$ cat config.mk
export PLATFORM = sky130hd
export DESIGN_NAME = itm_addr_cost
export DESIGN_NICKNAME = d
export VERILOG_FILES = /design/src/rtl/itm_pkg.sv /design/src/rtl/itm_addr_cost.sv
export SDC_FILE = /design/constraint.sdc
export NUM_CORES = 1
export LEC_CHECK = 0
export ABC_AREA = 1
export BUFFER_PORTS_ARGS = -buffer_cell sky130_fd_sc_hd__buf_2
export CAP_MARGIN = 20
export CORE_AREA = 2 2 39 41
export DETAILED_ROUTE_END_ITERATION = 10
export DIE_AREA = 0 0 41 43
export GPL_ROUTABILITY_DRIVEN = 0
export SYNTH_ARGS = -nofsm -noshare
export SYNTH_HDL_FRONTEND = slang
export SYNTH_SLANG_ARGS = --single-unit
$ cat constraint.sdc
create_clock -name vclk -period 1.2
set_input_delay 0.06 -clock vclk [all_inputs]
set_output_delay 0.06 -clock vclk [all_outputs]
set_load 0.02 [all_outputs]
$ cat src/rtl/itm_pkg.sv
package itm_pkg;

	// ---------------------------------------------------------------
	// operand classes presented by the decoder
	// ---------------------------------------------------------------
	localparam logic [1:0] CLASS_SRC_DOUBLE = 2'h0; // source of double operand
	localparam logic [1:0] CLASS_DST_SINGLE = 2'h1; // read-only single operand dest
	localparam logic [1:0] CLASS_DST_COMP   = 2'h2; // compare_op and bit-test dest

	// ---------------------------------------------------------------
	// timing constants
	// ---------------------------------------------------------------
	localparam int         MICROCYCLE_NS    = 267;  // one microcode cycle
	localparam logic [2:0] PC_REG           = 3'h7; // program counter register field
	localparam logic [3:0] MISS_EXTRA_CYC   = 4'h2; // per main-memory read
	localparam logic [7:0] RESET_CYCLES     = 8'h00;
	localparam logic [1:0] RESET_READS      = 2'h0;

	// general-register address cost, indexed by mode
	localparam logic [3:0] GEN_COST [8] = '{4'h0, 4'h2, 4'h2, 4'h4,
	                                        4'h3, 4'h5, 4'h4, 4'h6};
	// general-register read count, indexed by mode
	localparam logic [1:0] GEN_READS [8] = '{2'h0, 2'h1, 2'h1, 2'h2,
	                                         2'h1, 2'h2, 2'h2, 2'h3};
	// pc source cost for modes 2..5
	localparam logic [3:0] PC_SRC_COST [4] = '{4'h1, 4'h3, 4'h6, 4'h8};
	// pc read-only destination cost for modes 4 and 5
	localparam logic [3:0] PC_DST_COST4 = 4'h7;
	localparam logic [3:0] PC_DST_COST5 = 4'h9;
	localparam logic [1:0] PC_READS4    = 2'h2;
	localparam logic [1:0] PC_READS5    = 2'h3;

endpackage

$ cat src/rtl/itm_addr_cost.sv
`timescale 1ns/1ps
`default_nettype none
module itm_addr_cost (
	input  wire logic [1:0] opClass,
	input  wire logic [2:0] addrMode,
	input  wire logic [2:0] regField,
	output logic      [3:0] cost,
	output logic      [1:0] reads
);

	// ---------------------------------------------------------------
	// address calculation table
	// ---------------------------------------------------------------
	logic isPc;
	assign isPc = (regField == itm_pkg::PC_REG);

	// table lookup by class, mode and register
	always_comb begin
		cost  = itm_pkg::GEN_COST[addrMode];
		reads = itm_pkg::GEN_READS[addrMode];
		if (isPc && addrMode >= 3'h2 && addrMode <= 3'h5) begin
			cost = itm_pkg::PC_SRC_COST[2'(addrMode - 3'h2)];
		end
		if (isPc && addrMode == 3'h4) begin
			reads = itm_pkg::PC_READS4;
		end
		if (isPc && addrMode == 3'h5) begin
			reads = itm_pkg::PC_READS5;
		end
		if (opClass != itm_pkg::CLASS_SRC_DOUBLE && isPc && addrMode == 3'h4) begin
			cost = itm_pkg::PC_DST_COST4;
		end
		if (opClass != itm_pkg::CLASS_SRC_DOUBLE && isPc && addrMode == 3'h5) begin
			cost = itm_pkg::PC_DST_COST5;
		end
		if (opClass == itm_pkg::CLASS_DST_COMP && addrMode != 3'h0) begin
			cost = cost + 4'h1;
		end
	end

endmodule
`default_nettype wire

After elaboration in Yosys (flattened, before gate mapping)
Memory sizes are Yosys's and may differ from the RTL's.
Index checks and enable logic that the tools add are counted.
{"block": "classes", "mux": 13, "reduce_logical": 10, "add_sub_neg": 2, "order_cmp": 4, "eq_ne": 4, "n_bitwise": 2}
{"op": "$mux 4", "n": 8}
{"op": "$eq 3x3->1 const B", "n": 3}
{"op": "$bmux 4 s2", "n": 1}
{"op": "$logic_and 1x1->1", "n": 8}
{"op": "$mux 2", "n": 4}
{"op": "$add 4x1->4 const B", "n": 1}
{"op": "$ge 4x4->1 const B", "n": 1}
{"op": "$not 3->4", "n": 1}
{"op": "$ge 3x2->1 const B", "n": 1}
{"op": "$ge 3x3->1 const B", "n": 1}
{"op": "$le 3x3->1 const B", "n": 1}
{"op": "$not 2->3", "n": 1}
{"op": "$reduce_bool 3->1", "n": 1}
{"op": "$eq 2x2->1 const B", "n": 1}
{"op": "$reduce_bool 2->1", "n": 1}
{"op": "$sub 2x2->2 const B", "n": 1}
{"block": "word_totals", "elab_cells": 37, "input_bits": 8, "n_memories": 2, "ff_bits": 0, "rom_bits": 48}
{"memory": "(no name shown)", "words": 8, "width": 4, "read_ports": 1, "rd_clocked_by_memory_dff": 0, "wr": 0, "line_no": "itm_addr_cost.sv:19", "rtl": "cost = itm_pkg::GEN_COST[addrMode];"}
{"memory": "(no name shown)", "words": 8, "width": 2, "read_ports": 1, "rd_clocked_by_memory_dff": 0, "wr": 0, "line_no": "itm_addr_cost.sv:20", "rtl": "reads = itm_pkg::GEN_READS[addrMode];"}

Depth between registers and ports, before layout
{"block": "logic_depth", "word_depth": 10, "ltp_mapped": 14}

Worst setup path after synthesis
Ideal clock, no wire load.
{"block": "synth_path", "path_type": "input-to-output", "start": "input port addrMode[1]", "end": "output port cost[1]", "path_buffers": 0, "arrival_ns": 1.338, "required_ns": 1.140, "path_stages": 10, "slack_ns": -0.198, "path_cell_list": "inv_1 ha_1 xor2_1 nand2_1 nand3_2 nand2_2 inv_1 ha_1 nand2_1 o21ai_1"}
{"block": "synth_between", "elab_chain_len": 10}
{"item": "start, declared", "line_no": "itm_addr_cost.sv:5", "rtl": "input wire logic [2:0] addrMode,"}
{"item": "$sub 2x2->2", "line_no": "itm_addr_cost.sv:22", "rtl": "cost = itm_pkg::PC_SRC_COST[2'(addrMode - 3'h2)];"}
{"item": "$not 2->3 (implied by the code)", "line_no": "itm_addr_cost.sv:22"}
{"item": "$bmux 4 s2", "line_no": "itm_addr_cost.sv:22"}
{"item": "$mux 4 (implied by the code) (2 in a row)", "line_no": "itm_addr_cost.sv:22"}
{"item": "$mux 4", "line_no": "itm_addr_cost.sv:21", "rtl": "if (isPc && addrMode >= 3'h2 && addrMode <= 3'h5) begin"}
{"item": "$mux 4", "line_no": "itm_addr_cost.sv:30", "rtl": "if (opClass != itm_pkg::CLASS_SRC_DOUBLE && isPc && addrMode == 3'h4) begin"}
{"item": "$mux 4", "line_no": "itm_addr_cost.sv:33", "rtl": "if (opClass != itm_pkg::CLASS_SRC_DOUBLE && isPc && addrMode == 3'h5) begin"}
{"item": "$add 4x1->4", "line_no": "itm_addr_cost.sv:37", "rtl": "cost = cost + 4'h1;"}
{"item": "$mux 4 *", "line_no": "itm_addr_cost.sv:36", "rtl": "if (opClass == itm_pkg::CLASS_DST_COMP && addrMode != 3'h0) begin"}
{"item": "end, declared", "line_no": "itm_addr_cost.sv:7", "rtl": "output logic [3:0] cost,"}
Every way passes the cells marked *; elsewhere a longest branch is shown, timed or not. The select of a mux whose other input is x is not followed.

Worst setup path in the final report
{"block": "layout_path", "start": "input port addrMode[0]", "end": "output port cost[1]"}
The elaborated chain is that of the path after synthesis.

==> impl_metrics.py <==
metrics = {
    "timing": {
        "post-route-period-util": 1.21,
        "finalSetupViolCount": 4,
        "rsz0062_at_grt": "true",
        "timing.slew.headroom": 0.846,
        "tightest_slew_ps": 230,
        "finalCriticalPeriod_ps": 1450,
        "setup_ws_ps": -251,
        "setup_tns_ps": -814,
        "hold_viol_final": 0,
        "max_freq_ghz": 0.689,
        "slew_violations": 0,
    },
    "finish": {
        "n_clock_buffer": 0,
        "layout_common_cells": "buf_4 (23), nand2_1 (18), nand2_2 (11), buf_2 (9), inv_2 (8)",
        "drive_above_1_share": 0.706,
        "fin_nets": 117,
        "num_antenna_cells": 0,
        "final_util": 0.537,
        "seq_cell_count": 0,
        "fillerInstances": 144,
        "synthToLayoutAreaGrowth_pct": 93.5,
        "final_area_um2": 743,
        "final_common_cell": "buf_4",
        "seqCellArea_um2": 0,
    },
    "floorplanning": {
        "initial_core_util": 0.278,
        "ios": 14,
        "core_area_um2": 1380,
        "die_x_um": 41,
        "die_area_um2": 1760,
        "rows": 14,
        "die_h_um": 43,
    },
    "logic_synthesis": {
        "post_synth.cell_area_avg_um2": 5.82,
        "synth_area_leaders": "nand2_1 (23%), ha_1 (16%), nand2_2 (9.8%)",
        "yosysTopAreaCell": "nand2_1",
        "yosysWarnings": 0,
        "synthesis.nets": 79,
        "synthesis.instances": 66,
        "ys_seq_area_frac": 0,
        "yosysTopAreaCellShare": 0.235,
        "yosysUniqueCellTypes": 18,
        "syn_area_um2": 384,
    },
    "routing": {
        "initialDrtViolationCount": 2,
        "drtAntennaViolNets": 0,
        "vias": 516,
        "drcViolationCount": 0,
        "wirelength_um": 1010,
        "vias_per_cell": 4.37,
        "firstDrtPassIters": 3,
        "routedWlPerCell_um": 8.56,
    },
    "min_path": {
        "hold_path.class": "in -> out",
    },
    "global_route": {
        "grtUsageTotal": 0.124,
        "grt_pass1_wl_um": 1600,
        "grt_antenna_before_repair": 0,
        "gr-total-overflow": 0,
        "grt_max_degree": 7,
        "grt_pass1_vias": 435,
    },
    "setup_path": {
        "endpoint": "cost[1]",
        "critical_path_class": "in -> out",
        "crit_arrival_ps": 1390,
        "start_kind": "input port",
        "crit_start": "addrMode[0]",
        "crit_fanout": 3,
        "critical_path_required_ps": 1140,
        "crit_path_end_kind": "output pin",
    },
    "placement": {
        "hpwl_um": 887,
        "place_area_um2": 657,
        "pre_cts_ws_ps": -399,
        "portBuffers": 14,
    },
    "pwr": {
        "power_density_nw_per_um2": 428,
        "leakagePower_nw": 0.405,
        "ir_drop_uv": 213,
    },
    "flow_run": {
        "maxCapViolCount": 0,
    },
    "status": {
        "failed_checks": "setup timing",
        "status": "finished with violations",
    },
    "cts": {
        "postCtsHoldBufs": 0,
    },
}
-- critical path: stages --
cell and delay (ps):
buf_2 110, buf_4 110, ha_2 160, nand2_1 60, inv_2 80, nand2_2 80, nor2_4 100, inv_2 50
nand2_2 70, inv_2 40, ha_4 250, nand2_2 40, o21ai_2 50, buf_6 130
-- metrics by stage --
step                      total power [mW]  instances  hold WS (ps)
after floorplan                      0.153         66           299
after global placement               0.259        117           612
after detailed placement             0.264        117           615
after CTS                            0.310        118           623
after global routing                 0.351        118           702
final                                0.318        118           637
-- layer usage --
metal	GRT usage	part of all wire
met5	0	0
met4	0	0.015
met3	0	0.033
met2	0.253	0.60
met1	0.136	0.36
-- power by group --
group / switching [mW] / internal [mW]
clock: 0 / 0
sequential: 0 / 0
combinational: 0.163 / 0.155
total: 0.163 / 0.155
-- what timing repair did --
item / in CTS / in global routing
buffers inserted: 1 / 0
pin swaps: 8 / 5
endpoints found under the setup margin: 4 / 5
cloned: 0 / 0
resized for setup: 18 / 7
-- logic make-up after synthesis --
logic type               share of synthesized area
buffers and inverters                        0.117
AND/OR/NAND/NOR                              0.492
adder cells (fa/ha/maj)                      0.163
XOR/XNOR                                    0.0456
AO/OA/AOI/OAI                                0.182
-- area by class of cell --
class	count	area [um2]	area share
inverters	12	50.0	0.0673
repair buffers	36	267	0.359
well taps	16	20.0	0.0269
multi-input cells	54	407	0.547
-- how the worst min path moves through the flow --
stage | start | end | slack [ps] | cells after the start
3_5_place_dp | opClass[0] | cost[1] | 610 | 6
2_1_floorplan | opClass[0] | cost[1] | 300 | 3
4_1_cts | addrMode[2] | reads[0] | 620 | 5
6_report | addrMode[2] | reads[0] | 640 | 5
3_3_place_gp | opClass[0] | cost[1] | 610 | 6
5_1_grt | addrMode[2] | reads[0] | 700 | 5
-- Yosys cell counts --
| library cell | instances |
|---|---|
| nand2_1 | 24 |
| ha_1 | 5 |
| nor2_1 | 2 |
| a41oi_1 | 1 |
| nand2_2 | 6 |
| clkinv_1 | 1 |
| a21oi_4 | 1 |
| nand3_2 | 1 |
| a21oi_1 | 1 |
| inv_2 | 5 |
| o21ai_1 | 3 |
| nor2_2 | 1 |
| inv_1 | 6 |
| nor2_4 | 2 |
| a211oi_4 | 1 |
| nand3_1 | 3 |
| o21ai_0 | 1 |
| xor2_1 | 2 |
Power figures use the tool's default switching activity.
